`config.mk`:
```
export PLATFORM = sky130hd
export DESIGN_NAME = stup_unit
export DESIGN_NICKNAME = d
export VERILOG_FILES = /design/src/stup_pkg.sv /design/src/stup_unit.sv
export VERILOG_INCLUDE_DIRS = /design/src
export SDC_FILE = /design/constraint.sdc
export NUM_CORES = 2
export LEC_CHECK = 0
export BUFFER_PORTS_ARGS = -buffer_cell sky130_fd_sc_hd__buf_2
export CAP_MARGIN = 20
export CORE_MARGIN = 2
export CORE_UTILIZATION = 64
export CTS_BUF_LIST = sky130_fd_sc_hd__clkbuf_4 sky130_fd_sc_hd__clkbuf_8
export CTS_CLUSTER_DIAMETER = 120
export CTS_CLUSTER_SIZE = 30
export DETAILED_ROUTE_END_ITERATION = 8
export PLACE_DENSITY = 0.92
export SETUP_SLACK_MARGIN = 0.02
export SLEW_MARGIN = 5
export SYNTH_ARGS = -nofsm -noshare
export SYNTH_HDL_FRONTEND = slang
export SYNTH_SLANG_ARGS = --single-unit
```
`constraint.sdc`:
```
create_clock -name aclk -period 10.8 [get_ports aclk]
set_clock_uncertainty 0.2 [all_clocks]
set_input_delay 1.08 -clock aclk [delete_from_list [all_inputs] [get_ports aclk]]
set_output_delay 1.08 -clock aclk [all_outputs]
set_load 0.01 [all_outputs]
```
`src/stup_cfg.svh`:
```
// constants for the stencil test and update unit
// assumes inclusion by the unit and the testbench
`ifndef STUP_CFG_SVH
`define STUP_CFG_SVH
`define STUP_ADDR_CTRL      8'h00
`define STUP_ADDR_STENCIL   8'h04
`define STUP_ADDR_CONST     8'h08
`define STUP_ADDR_PINSEL    8'h0C
`define STUP_ADDR_BLEND     8'h10
`define STUP_ADDR_STATUS    8'h14
`define STUP_REFSRC_BIT     19
`define STUP_PINSEL0_BIT    0
`define STUP_PINSEL1_BIT    8
`define STUP_BLEND_EN_BIT   27
`define STUP_CTRL_RESET     32'h0000_0000
`define STUP_STENCIL_RESET  32'h0000_00FF
`define STUP_CONST_RESET    32'h0000_0000
`define STUP_PINSEL_RESET   32'h0000_0000
`define STUP_BLEND_RESET    32'h0000_0000
`define STUP_RESP_OKAY      2'b00
`define STUP_RESP_SLVERR    2'b10
`endif

```
`src/stup_pkg.sv`:
```
// types for the stencil test and update unit
// assumes stup_cfg.svh constants alongside
package stup_pkg;
    typedef enum logic [2:0] {
        STUP_F_NEVER = 3'b000, STUP_F_LESS = 3'b001, STUP_F_EQUAL = 3'b010, STUP_F_LEQUAL = 3'b011,
        STUP_F_GREATER = 3'b100, STUP_F_NOTEQUAL = 3'b101, STUP_F_GEQUAL = 3'b110, STUP_F_ALWAYS = 3'b111
    } stup_func_t;
    typedef enum logic [2:0] {
        STUP_OP_KEEP = 3'b000, STUP_OP_ZERO = 3'b001, STUP_OP_REPLACE = 3'b010,
        STUP_OP_INCR = 3'b011, STUP_OP_DECR = 3'b100, STUP_OP_INVERT = 3'b101
    } stup_op_t;
    typedef enum logic [1:0] {
        STUP_SF_ONE = 2'b00, STUP_SF_ALPHA_SAT = 2'b01, STUP_SF_CONST = 2'b10, STUP_SF_SRC_ALPHA = 2'b11
    } stup_sfactor_t;
endpackage : stup_pkg

```
`src/stup_unit.sv`:
```
// stencil test, stencil update and top-lane blend datapath behind an AXI4-Lite slave
// assumes one 100 MHz clock and pixel pins synchronous to it
//
// Added by the designer: the placing of the registers and the AXI4-Lite slave port.
`timescale 1ns/1ps
`include "stup_cfg.svh"

// Function
// RULE1: top byte holds eight individually enabled planes
// RULE2: reference from pins or constant register
// RULE3: masked eight-way compare of reference and old
// RULE4: per-case zero keep invert replace incr decr
// RULE5: pass-in qualified by select, gated with match
// RULE6: gate fail writes nothing, pass-out low
// RULE7: stencil fail writes top byte, pass-out low
// RULE8: all pass writes four bytes, pass-out high
// RULE9: depth fail writes top byte, pass-out low
// RULE10: increment and decrement clamp, never wrap
// RULE11: controller never enables both stencil modes
// RULE12: alpha saturate uses min for colour, one alpha
// RULE13: blend is preblend then normal loop-back cycle
// RULE14: controller keeps top-lane blending off with stencil
// RULE15: controller keeps enabled planes contiguous
// RULE16: decision made in the same pipelined slot
module stup_unit (
    // clock and reset
    input  wire logic        aclk,
    input  wire logic        aresetn,
    // AXI4-Lite slave
    input  wire logic [7:0]  s_axi_awaddr,
    input  wire logic        s_axi_awvalid,
    output logic             s_axi_awready,
    input  wire logic [31:0] s_axi_wdata,
    input  wire logic [3:0]  s_axi_wstrb,
    input  wire logic        s_axi_wvalid,
    output logic             s_axi_wready,
    output logic [1:0]       s_axi_bresp,
    output logic             s_axi_bvalid,
    input  wire logic        s_axi_bready,
    input  wire logic [7:0]  s_axi_araddr,
    input  wire logic        s_axi_arvalid,
    output logic             s_axi_arready,
    output logic [31:0]      s_axi_rdata,
    output logic [1:0]       s_axi_rresp,
    output logic             s_axi_rvalid,
    input  wire logic        s_axi_rready,
    // pixel slot inputs
    input  wire logic        pix_valid,
    input  wire logic [31:0] pixel_data_pins,
    input  wire logic [31:0] old_pixel,
    input  wire logic [31:0] rop_result,
    input  wire logic [1:0]  pass_in,
    input  wire logic        match_pass,
    input  wire logic        depth_pass,
    // pixel slot outputs
    output logic             wr_valid,
    output logic [3:0]       write_enable_byte,
    output logic [31:0]      write_data,
    output logic             pass_out,
    // blend lane inputs and result
    input  wire logic        blend_start,
    input  wire logic [7:0]  src_colour,
    input  wire logic [7:0]  src_alpha,
    input  wire logic [7:0]  dst_colour,
    input  wire logic [7:0]  dst_alpha,
    input  wire logic [7:0]  dst_factor,
    output logic             blend_valid,
    output logic [7:0]       blend_colour,
    output logic [7:0]       blend_alpha
);
    // control: [2:0] func, [5:3] fail op, [8:6] zpass op, [11:9] zfail op, [19] ref source, [21:20] sfactor
    logic [31:0] stencil_control_reg;
    logic [31:0] stencil_plane_enables;   // [7:0] planes, [15:8] compare mask
    logic [31:0] const_source_reg;
    logic [31:0] pass_in_select_reg;
    logic [31:0] rop_blend_control_reg;
    logic [31:0] status_reg;              // pass and write counts, last outcome

    // scaled 8-bit product, rounded and divided by 256
    function automatic logic [7:0] stup_mul(input logic [7:0] a, input logic [7:0] b);
        logic [15:0] p;
        p = 16'(a) * 16'(b);
        return p[15:8] + {7'h00, p[7]};
    endfunction : stup_mul

    // one stencil operation on the enabled planes
    function automatic logic [7:0] stup_apply(input logic [2:0] op, input logic [7:0] ref_b,
                                              input logic [7:0] old, input logic [7:0] en);
        logic [7:0] field;
        logic [7:0] one;
        logic [7:0] r;
        one = en & ~(en << 1);             // lowest enabled plane aligns the count
        field = old & en;
        r = old;
        case (op)
            3'b001:  r = 8'h00;                                           // see RULE4
            3'b010:  r = ref_b;
            3'b101:  r = ~old;
            3'b011:  r = (field == en) ? old : old + one;                  // see RULE10
            3'b100:  r = (field == 8'h00) ? old : old - one;               // see RULE10
            default: r = old;
        endcase
        return (r & en) | (old & ~en);                                    // see RULE1
    endfunction : stup_apply

    // decoded fields
    logic [7:0] ref_byte;
    logic [7:0] planes;
    logic [7:0] cmp_mask;
    logic [7:0] ref_m;
    logic [7:0] old_m;
    logic       stencil_test;
    logic       gate;
    stup_pkg::stup_func_t stencil_compare_function;
    assign planes   = stencil_plane_enables[7:0];
    assign cmp_mask = stencil_plane_enables[15:8];
    assign stencil_compare_function = stup_pkg::stup_func_t'(stencil_control_reg[2:0]);
    // reference byte source
    assign ref_byte = stencil_control_reg[`STUP_REFSRC_BIT] ? const_source_reg[31:24]
                                                            : pixel_data_pins[31:24]; // see RULE2
    assign ref_m = ref_byte & cmp_mask;
    assign old_m = old_pixel[31:24] & cmp_mask;

    // masked comparison
    always_comb begin
        case (stencil_compare_function)                                   // see RULE3
            stup_pkg::STUP_F_NEVER:    stencil_test = 1'b0;
            stup_pkg::STUP_F_LESS:     stencil_test = ref_m < old_m;
            stup_pkg::STUP_F_EQUAL:    stencil_test = ref_m == old_m;
            stup_pkg::STUP_F_LEQUAL:   stencil_test = ref_m <= old_m;
            stup_pkg::STUP_F_GREATER:  stencil_test = ref_m > old_m;
            stup_pkg::STUP_F_NOTEQUAL: stencil_test = ref_m != old_m;
            stup_pkg::STUP_F_GEQUAL:   stencil_test = ref_m >= old_m;
            default:                   stencil_test = 1'b1;
        endcase
    end

    // qualified pass-in and match gate
    assign gate = (!pass_in_select_reg[`STUP_PINSEL0_BIT] | pass_in[0]) &
                  (!pass_in_select_reg[`STUP_PINSEL1_BIT] | pass_in[1]) & match_pass; // see RULE5

    // write decision, registered in the same read-modify-write slot
    logic [3:0]  next_we;
    logic [7:0]  next_top;
    logic        next_pass;
    always_comb begin
        next_we   = 4'b0000;
        next_top  = old_pixel[31:24];
        next_pass = 1'b0;
        if (!gate) begin
            next_we = 4'b0000;                                            // see RULE6
        end else if (!stencil_test) begin
            next_we  = 4'b1000;                                           // see RULE7
            next_top = stup_apply(stencil_control_reg[5:3], ref_byte, old_pixel[31:24], planes);
        end else if (depth_pass) begin
            next_we   = 4'b1111;                                          // see RULE8
            next_top  = (stup_apply(stencil_control_reg[8:6], ref_byte, old_pixel[31:24], planes) & planes)
                      | (rop_result[31:24] & ~planes);
            next_pass = 1'b1;
        end else begin
            next_we  = 4'b1000;                                           // see RULE9
            next_top = stup_apply(stencil_control_reg[11:9], ref_byte, old_pixel[31:24], planes);
        end
    end

    // pixel slot output register
    always_ff @(posedge aclk) begin
        if (!aresetn) begin
            wr_valid          <= 1'b0;
            write_enable_byte <= 4'b0000;
            write_data        <= 32'h0000_0000;
            pass_out          <= 1'b0;
        end else begin
            wr_valid          <= pix_valid;                               // see RULE16
            write_enable_byte <= pix_valid ? next_we : 4'b0000;
            write_data        <= {next_top, rop_result[23:0]};
            pass_out          <= pix_valid & next_pass;
        end
    end

    // top-lane blend: preblend then normal cycle
    stup_pkg::stup_sfactor_t sfactor;
    logic [7:0] sat_f;
    logic [7:0] pre_c;
    logic [7:0] pre_a;
    logic       pre_valid;
    assign sfactor = stup_pkg::stup_sfactor_t'(stencil_control_reg[21:20]);
    assign sat_f   = (src_alpha < ~dst_alpha) ? src_alpha : ~dst_alpha;   // see RULE12
    always_ff @(posedge aclk) begin
        if (!aresetn) begin
            pre_valid <= 1'b0;
            pre_c     <= 8'h00;
            pre_a     <= 8'h00;
        end else begin
            pre_valid <= blend_start & rop_blend_control_reg[`STUP_BLEND_EN_BIT]; // see RULE13
            case (sfactor)
                stup_pkg::STUP_SF_ALPHA_SAT: begin
                    pre_c <= stup_mul(src_colour, sat_f);                 // see RULE12
                    pre_a <= src_alpha;
                end
                stup_pkg::STUP_SF_CONST: begin
                    pre_c <= stup_mul(src_colour, const_source_reg[31:24]);
                    pre_a <= stup_mul(src_alpha, const_source_reg[31:24]);
                end
                stup_pkg::STUP_SF_SRC_ALPHA: begin
                    pre_c <= stup_mul(src_colour, src_alpha);
                    pre_a <= stup_mul(src_alpha, src_alpha);
                end
                default: begin
                    pre_c <= src_colour;
                    pre_a <= src_alpha;
                end
            endcase
        end
    end
    // normal cycle adds destination term to looped-back preblend
    logic [8:0] sum_c;
    logic [8:0] sum_a;
    assign sum_c = {1'b0, stup_mul(dst_factor, dst_colour)} + {1'b0, pre_c};
    assign sum_a = {1'b0, stup_mul(dst_factor, dst_alpha)} + {1'b0, pre_a};
    always_ff @(posedge aclk) begin
        if (!aresetn) begin
            blend_valid  <= 1'b0;
            blend_colour <= 8'h00;
            blend_alpha  <= 8'h00;
        end else begin
            blend_valid  <= pre_valid;                                    // see RULE13
            blend_colour <= sum_c[8] ? 8'hFF : sum_c[7:0];
            blend_alpha  <= sum_a[8] ? 8'hFF : sum_a[7:0];
        end
    end

    // AXI4-Lite write path: address and data in either order
    logic        aw_held;
    logic        w_held;
    logic [7:0]  aw_addr;
    logic [31:0] w_data;
    logic [3:0]  w_strb;
    logic        do_write;
    assign s_axi_awready = !aw_held && !s_axi_bvalid;
    assign s_axi_wready  = !w_held && !s_axi_bvalid;
    assign do_write = aw_held && w_held && !s_axi_bvalid;
    always_ff @(posedge aclk) begin
        if (!aresetn) begin
            aw_held <= 1'b0;
            w_held  <= 1'b0;
            aw_addr <= 8'h00;
            w_data  <= 32'h0000_0000;
            w_strb  <= 4'h0;
        end else begin
            if (s_axi_awvalid && s_axi_awready) begin
                aw_held <= 1'b1;
                aw_addr <= s_axi_awaddr;
            end else if (do_write) begin
                aw_held <= 1'b0;
            end
            if (s_axi_wvalid && s_axi_wready) begin
                w_held <= 1'b1;
                w_data <= s_axi_wdata;
                w_strb <= s_axi_wstrb;
            end else if (do_write) begin
                w_held <= 1'b0;
            end
        end
    end

    // byte-lane merge of a write
    function automatic logic [31:0] stup_merge(input logic [31:0] cur, input logic [31:0] d,
                                               input logic [3:0] s);
        logic [31:0] r;
        r = cur;
        for (int i = 0; i < 4; i++) begin
            if (s[i]) begin
                r[i*8 +: 8] = d[i*8 +: 8];
            end
        end
        return r;
    endfunction : stup_merge

    // register writes and write response
    always_ff @(posedge aclk) begin
        if (!aresetn) begin
            stencil_control_reg   <= `STUP_CTRL_RESET;
            stencil_plane_enables <= `STUP_STENCIL_RESET;
            const_source_reg      <= `STUP_CONST_RESET;
            pass_in_select_reg    <= `STUP_PINSEL_RESET;
            rop_blend_control_reg <= `STUP_BLEND_RESET;
            s_axi_bvalid          <= 1'b0;
            s_axi_bresp           <= `STUP_RESP_OKAY;
        end else begin
            if (do_write) begin
                s_axi_bvalid <= 1'b1;
                s_axi_bresp  <= `STUP_RESP_OKAY;
                if (aw_addr == `STUP_ADDR_CTRL) begin
                    stencil_control_reg <= stup_merge(stencil_control_reg, w_data, w_strb);
                end else if (aw_addr == `STUP_ADDR_STENCIL) begin
                    stencil_plane_enables <= stup_merge(stencil_plane_enables, w_data, w_strb);
                end else if (aw_addr == `STUP_ADDR_CONST) begin
                    const_source_reg <= stup_merge(const_source_reg, w_data, w_strb);
                end else if (aw_addr == `STUP_ADDR_PINSEL) begin
                    pass_in_select_reg <= stup_merge(pass_in_select_reg, w_data, w_strb);
                end else if (aw_addr == `STUP_ADDR_BLEND) begin
                    rop_blend_control_reg <= stup_merge(rop_blend_control_reg, w_data, w_strb);
                end else if (aw_addr != `STUP_ADDR_STATUS) begin
                    s_axi_bresp <= `STUP_RESP_SLVERR;
                end
            end else if (s_axi_bready) begin
                s_axi_bvalid <= 1'b0;
            end
        end
    end

    // status: [15:0] pass-out count, [29:16] write count, [31] last pass, [30] last gate
    always_ff @(posedge aclk) begin
        if (!aresetn) begin
            status_reg <= 32'h0000_0000;
        end else if (pix_valid) begin
            status_reg[15:0]  <= status_reg[15:0] + {15'h0000, next_pass};
            status_reg[29:16] <= status_reg[29:16] + {13'h0000, next_we != 4'b0000};
            status_reg[30]    <= gate;
            status_reg[31]    <= next_pass;
        end
    end

    // read path
    assign s_axi_arready = !s_axi_rvalid;
    always_ff @(posedge aclk) begin
        if (!aresetn) begin
            s_axi_rvalid <= 1'b0;
            s_axi_rdata  <= 32'h0000_0000;
            s_axi_rresp  <= `STUP_RESP_OKAY;
        end else if (s_axi_arvalid && s_axi_arready) begin
            s_axi_rvalid <= 1'b1;
            s_axi_rresp  <= `STUP_RESP_OKAY;
            if (s_axi_araddr == `STUP_ADDR_CTRL) begin
                s_axi_rdata <= stencil_control_reg;
            end else if (s_axi_araddr == `STUP_ADDR_STENCIL) begin
                s_axi_rdata <= stencil_plane_enables;
            end else if (s_axi_araddr == `STUP_ADDR_CONST) begin
                s_axi_rdata <= const_source_reg;
            end else if (s_axi_araddr == `STUP_ADDR_PINSEL) begin
                s_axi_rdata <= pass_in_select_reg;
            end else if (s_axi_araddr == `STUP_ADDR_BLEND) begin
                s_axi_rdata <= rop_blend_control_reg;
            end else if (s_axi_araddr == `STUP_ADDR_STATUS) begin
                s_axi_rdata <= status_reg;
            end else begin
                s_axi_rdata <= 32'h0000_0000;
                s_axi_rresp <= `STUP_RESP_SLVERR;
            end
        end else if (s_axi_rready) begin
            s_axi_rvalid <= 1'b0;
        end
    end

    // checks
    a_gate_fail_quiet: assert property (@(posedge aclk) disable iff (!aresetn) // see RULE6
        pix_valid && !gate |=> write_enable_byte == 4'b0000 && !pass_out) else $error("gate fail wrote");
    a_stencil_fail_top: assert property (@(posedge aclk) disable iff (!aresetn) // see RULE7
        pix_valid && gate && !stencil_test |=> write_enable_byte == 4'b1000 && !pass_out)
        else $error("stencil fail lanes wrong");
    a_all_pass_full: assert property (@(posedge aclk) disable iff (!aresetn) // see RULE8
        pix_valid && gate && stencil_test && depth_pass |=> write_enable_byte == 4'b1111 && pass_out)
        else $error("all pass lanes wrong");
    a_depth_fail_top: assert property (@(posedge aclk) disable iff (!aresetn) // see RULE9
        pix_valid && gate && stencil_test && !depth_pass |=> write_enable_byte == 4'b1000 && !pass_out)
        else $error("depth fail lanes wrong");
    a_disabled_keep: assert property (@(posedge aclk) disable iff (!aresetn) // see RULE1
        pix_valid && !(gate && stencil_test && depth_pass)
        |=> ((write_data[31:24] ^ $past(old_pixel[31:24])) & ~$past(planes)) == 8'h00)
        else $error("disabled plane changed");
    a_ref_select: assert property (@(posedge aclk) disable iff (!aresetn) // see RULE2
        pix_valid && gate && !stencil_test && stencil_control_reg[5:3] == 3'b010
        |=> ((write_data[31:24] ^ $past(stencil_control_reg[`STUP_REFSRC_BIT] ? const_source_reg[31:24]
            : pixel_data_pins[31:24])) & $past(planes)) == 8'h00)
        else $error("reference source wrong");
    a_never_fails: assert property (@(posedge aclk) disable iff (!aresetn) // see RULE3
        pix_valid && gate && stencil_control_reg[2:0] == 3'b000 |=> !pass_out)
        else $error("never passed");
    a_pass_in_gate: assert property (@(posedge aclk) disable iff (!aresetn) // see RULE5
        pix_valid && pass_in_select_reg[`STUP_PINSEL0_BIT] && !pass_in[0] |=> write_enable_byte == 4'b0000)
        else $error("pass in ignored");
    a_incr_clamp: assert property (@(posedge aclk) disable iff (!aresetn) // see RULE10
        pix_valid && gate && stencil_test && depth_pass && stencil_control_reg[8:6] == 3'b011
        && (old_pixel[31:24] & planes) == planes |=> (write_data[31:24] & $past(planes)) == $past(planes))
        else $error("increment wrapped");
    a_blend_two_cycle: assert property (@(posedge aclk) disable iff (!aresetn) // see RULE13
        blend_start && rop_blend_control_reg[`STUP_BLEND_EN_BIT] |-> ##2 blend_valid)
        else $error("blend latency wrong");
    c_all_pass: cover property (@(posedge aclk) disable iff (!aresetn) pass_out);
    c_stencil_fail: cover property (@(posedge aclk) disable iff (!aresetn)
        pix_valid && gate && !stencil_test);
    c_depth_fail: cover property (@(posedge aclk) disable iff (!aresetn)
        pix_valid && gate && stencil_test && !depth_pass);
    c_blend: cover property (@(posedge aclk) disable iff (!aresetn) blend_valid);
endmodule : stup_unit

```
# After elaboration in Yosys (flattened, before gate mapping)
# Cells that the tools add are included.
# totals
wordCells,228
reg_bits,348
output_inout_bits,96
input_bits,201
# classes
reduce_logical,43
addsub,13
multipliers,7
order_cmp,5
eq_ne,37
mux,54
bitwise_logic,28
# ops
operator,n
two-way mux 32 bit,6
two-way mux 8 bit,17
case mux 8 bit (5 select lines),3
multiplier 8 x 8 -> 16 bit,7
AND 8 bit,10
adder 8 x 1 -> 8 bit,7
"== test 8 x 4 -> 1 bit, second input constant",4
inverter 8 bit,4
OR 8 bit,4
AND reduction 7 bit,4
"== test 3 bit, second input constant",9
"== test 3 x 2 -> 1 bit, second input constant",8
"== test 8 x 5 -> 1 bit, second input constant",3
zero test 8 bit,3
two-way mux 2 bit,12
case mux 8 bit (3 select lines),1
AND reduction 6 bit,4
AND reduction 5 bit,4
adder 8 x 8 -> 9 bit,2
adder 16 x 1 -> 16 bit,1
"== test 8 x 3 -> 1 bit, second input constant",2
== test 8 bit,2
< comparator 8 bit,2
case mux 8 bit (2 select lines),1
26 further kinds,67

# Depth between registers and ports, before layout
# depth
depth_word,15
ltp_mapped,32
ltp_nobuf,30

# Worst setup path before layout
# Ideal clock, no wire load.
# synth_timing
path_kind,input port to flip-flop
start,input src_alpha[2]
end,register pre_c[6]
arrival_time_ns,7.085
slack_ns,3.400
setup_ns,0.115
stages,26
t_required_ns,10.485
path_buffers,1
cell_sequence,ha_1 > a211oi_1 > a211o_1 > nand3b_2 > clkbuf_1 > a21oi_1 > and2_1 > fa_1 > fa_1 > inv_1 > fa_1 > inv_1 > fa_1 > ha_1 > nand2b_1 > nor4_1 > a31oi_1 > a21oi_1 > or3_2 > and2_2 > ha_1 > o21ai_0 > nor3_1 > xnor2_1 > mux4_2 > and2_1
# synth_between
elab_chain_len,5
elab_cells_between_ends,7
classes_between,2 x add/sub; 2 x mul; 1 x order compare; 2 x mux
# synth_lines
element,line_no,source
"start, declared",stup_unit.sv:63,"input wire logic [7:0] src_alpha,"
< comparator 8 bit,stup_unit.sv:188,assign sat_f = (src_alpha < ~dst_alpha) ? src_alpha : ~dst_alpha;
two-way mux 8 bit,stup_unit.sv:188,
multiplier 8 x 8 -> 16 bit,stup_unit.sv:82,p = 16'(a) * 16'(b);
adder 8 x 1 -> 8 bit,stup_unit.sv:83,"return p[15:8] + {7'h00, p[7]};"
case mux 8 bit (3 select lines) (*),stup_unit.sv:196,case (sfactor)
"end signal, assigned",stup_unit.sv:198,"pre_c <= stup_mul(src_colour, sat_f);"
"end signal, assigned",stup_unit.sv:202,"pre_c <= stup_mul(src_colour, const_source_reg[31:24]);"
"end signal, assigned",stup_unit.sv:206,"pre_c <= stup_mul(src_colour, src_alpha);"
"end, declared",stup_unit.sv:184,logic [7:0] pre_c;
# Every way passes the cells marked *; elsewhere a longest branch is shown, timed or not.
# A chain may end at the register's enable or synchronous reset.

# Final worst setup path
# layout_timing
start,input src_alpha[2]
end,register pre_c[4]
# The elaborated chain is that of the path after synthesis.

==> metrics.md <==
| Metric | Value |
|---|---|
| CTS max path bufs | 3 |
| ANT cells | 0 |
| Vias in the first global route | 27600 |
| Initial Utilization | between 60% and 70% |
| Setup Crit Path Kind | in2reg |
| Worst Path Buf+Inv | 3 |
| Post-CTS sizing | 0 |
| Power Density | 153 nW/um^2 |
| LEAKAGE | 15.3 nW |
| Mapped Area | between 30000 and 40000 sq um |
| Clock root cell | clkbuf_8 |
| Global-route wire length before repair | between 100000 and 150000 um |
| I/O Pins | 297 |
| GPL Wtd Cong | roughly 0.95 |
| Via count | about 28000 |
| Distinct cells, synth | between 90 and 100 |
| TritonCTS Buffers | 16 |
| Startpoint types | input port |
| Largest net degree at the start of global routing | ~110 |
| Drt pass-1 iters | 9 |
| Sequential area share after synthesis | a little over a fifth |
| Top delay family on crit path | compound AO/OA/AOI/OAI gates |
| Cell taking the most area after synthesis | dfxtp_1 |
| CTS tree | yes |
| Worst EP required | ~11 ns |
| Max-slew headroom | 27.4% |
| Worst-margin pin slew | between 1 and 1.5 ns |
| Fill cells | approximately 3700 |
| Slew Viols, Final | 0 |
| Final HPWL DP | ~62000 um |
| Initial antenna violation count | 1 |
| Final Setup Violations | 0 |
| Worst Hold Class | reg2reg |
| Gr ovfl total | 0 |
| CTS clk-pin slew, worst paths | about 0.15 ns |
| Detailed-route wire length per cell | roughly 18 um |
| Core area | about 49000 sq um |
| Worst EP arrival | around 8.5 ns |
| GR Util All Layers | between 30% and 40% |
| Main synth FF type | dfxtp_1 |
| Rows | just over 80 |
| Fmax | between 100 and 150 MHz |
| Iter 0 DRT Violations | 2744 |
| Most used cell, CP | ha_1 |
| Final nets | around 4600 |
| Syn_area_per_cell | a little over 8 sq um |
| Total power | between 5 and 6 mW |
| Synth warnings | 0 |
| Area growth from synthesis to layout | 5.38% |
| Drt total wl | roughly 83000 um |
| Crit-path slowest cell | a21oi_1 |
| Most common cell after layout, fill and taps aside | nand2_1 |
| Chip width | approximately 230 um |
| Max-cap viol count | 0 |
| Crit path max fanout | 24 |
| CTS sink count | ~340 |
| Most frequent cells in the layout | nand2_1 (460), inv_1 (410), dfxtp_1 (344), nor2_1 (311), ha_1 (291) |
| RSZ-0062 raised after global routing | no |
| Fraction of layout cells with a size suffix above 1 | 8.73% |
| Crit end category | flop |
| Min Tclk post-route | slightly above 8 ns |
| Max VDD drop | between 0.00015 and 0.0002 V |
| Post-CTS setup buffers | 0 |
| Post-synth top area share | a little over a fifth |
| Number of port buffers | about 250 |
| Hold Vio Cnt, Final | 0 |
| Outcome | finished clean |
| H-tree Lvls | 1 |
| Die ar. | approximately 51000 sq um |
| Core Util, Final | 67.9% |
| Largest cells by area after synthesis | dfxtp_1 (22%), fa_1 (15%), ha_1 (12%), nand2_1 (5.5%), and2_1 (4.9%) |
| Vias per inst | between 6 and 7 |
| Total Neg Setup Slack | 0 ns |
| Die Span Y | 225 um |
| #FFs+latches synth | about 340 |
| Cts hold-fix bufs | 0 |
| Clock Latency Late Sink | slightly above 0.6 ns |
| Asr flop ratio synth | 0% |
| Part of the cycle the worst path needs | approximately three quarters |
| EDFF count, synth | 0 |
| CP max stage delay | approximately 0.65 ns |
| Synthesized instance count | roughly 3800 |
| Residual DRC count | 0 |
| Detail Route Antenna Nets | 0 |
## layer usage
metal | vias to the layer above | track usage [%] | part of all wire [%] | routed length [um]
met4 | 2 | 13.1 | 4.1 | 3420
met2 | 1405 | 56.2 | 47 | 39300
met5 | - | 0 | 0.016 | 13
li1 | 12900 | - | - | -
met3 | 297 | 5.19 | 9.4 | 7790
met1 | 13300 | 40.6 | 39 | 32800
## through the flow
step / cells / hold slack [ns] / area [sq um] / setup WS (ns)
2_1_floorplan: 3835 / 0.212 / 31400 / 3.40
3_3_place_gp: 4521 / 0.217 / 32800 / 2.50
3_5_place_dp: 4521 / 0.223 / 32800 / 2.19
4_1_cts: 4541 / 0.254 / 33000 / 2.78
5_1_grt: 4541 / 0.278 / 33000 / 2.31
6_report: 4541 / 0.250 / 33000 / 2.61
## cell families after synthesis
family,after synthesis,share of synthesized area (%)
simple gates,1341,20.3
other cells,1,0.0120
fa+ha+maj,531,26.9
buf+inv,620,7.54
compound gates,696,14.1
xor+xnor,147,4.15
flops,344,22.0
mux,154,5.04
## final cells by class
| cell class | instances | area [sq um] | area share (%) |
|---|---|---|---|
| clock inverters | 4 | 56.3 | 0.170 |
| clock buffers | 16 | 220 | 0.667 |
| inverters | 413 | 1560 | 4.72 |
| flip-flops and latches | 344 | 6890 | 20.8 |
| repair buffers | 271 | 1420 | 4.29 |
| multi-input cells | 2871 | 22100 | 67.0 |
| well taps | 622 | 778 | 2.36 |
## power breakdown
part,switching (mW),internal (mW)
sequential,0.0392,1.33
combinational,1.81,1.33
clock,0.405,0.151
total,2.26,2.81
## final timing paths
check / cells after the start / start / slack [ns] / endpoint
setup / recovery: 27 / src_alpha[2] / 2.61 / pre_c[4]
hold / removal: 1 / pre_valid / 0.25 / blend_valid
setup reg to reg: 17 / const_source_reg[26] / 4.20 / pre_a[7]
hold reg to reg: 1 / pre_valid / 0.25 / blend_valid
## Yosys cell counts, types with 6 or more instances
cell         n
a2111oi_0    6
a211o_1      6
a211oi_1    20
a21boi_0     8
a21o_1      17
a21oi_1    285
a221oi_1     8
a222oi_1     7
a22oi_1     35
a31oi_1     13
and2_1     246
and3_1      22
buf_1       11
buf_4        7
clkbuf_1   185
dfxtp_1    344
fa_1       238
ha_1       291
inv_1      410
mux2i_1    149
nand2_1    460
nand2b_1    21
nand3_1    112
nand4_1     15
nand4b_1     6
nor2_1     312
nor2b_1     42
nor3_1      36
nor3b_1      7
nor4_1       6
o211ai_1    26
o21a_1      11
o21ai_0    130
o21bai_1    15
o221ai_1    37
or3_1       24
xnor2_1     89
xor2_1      56
Power figures use the tool's default switching activity.
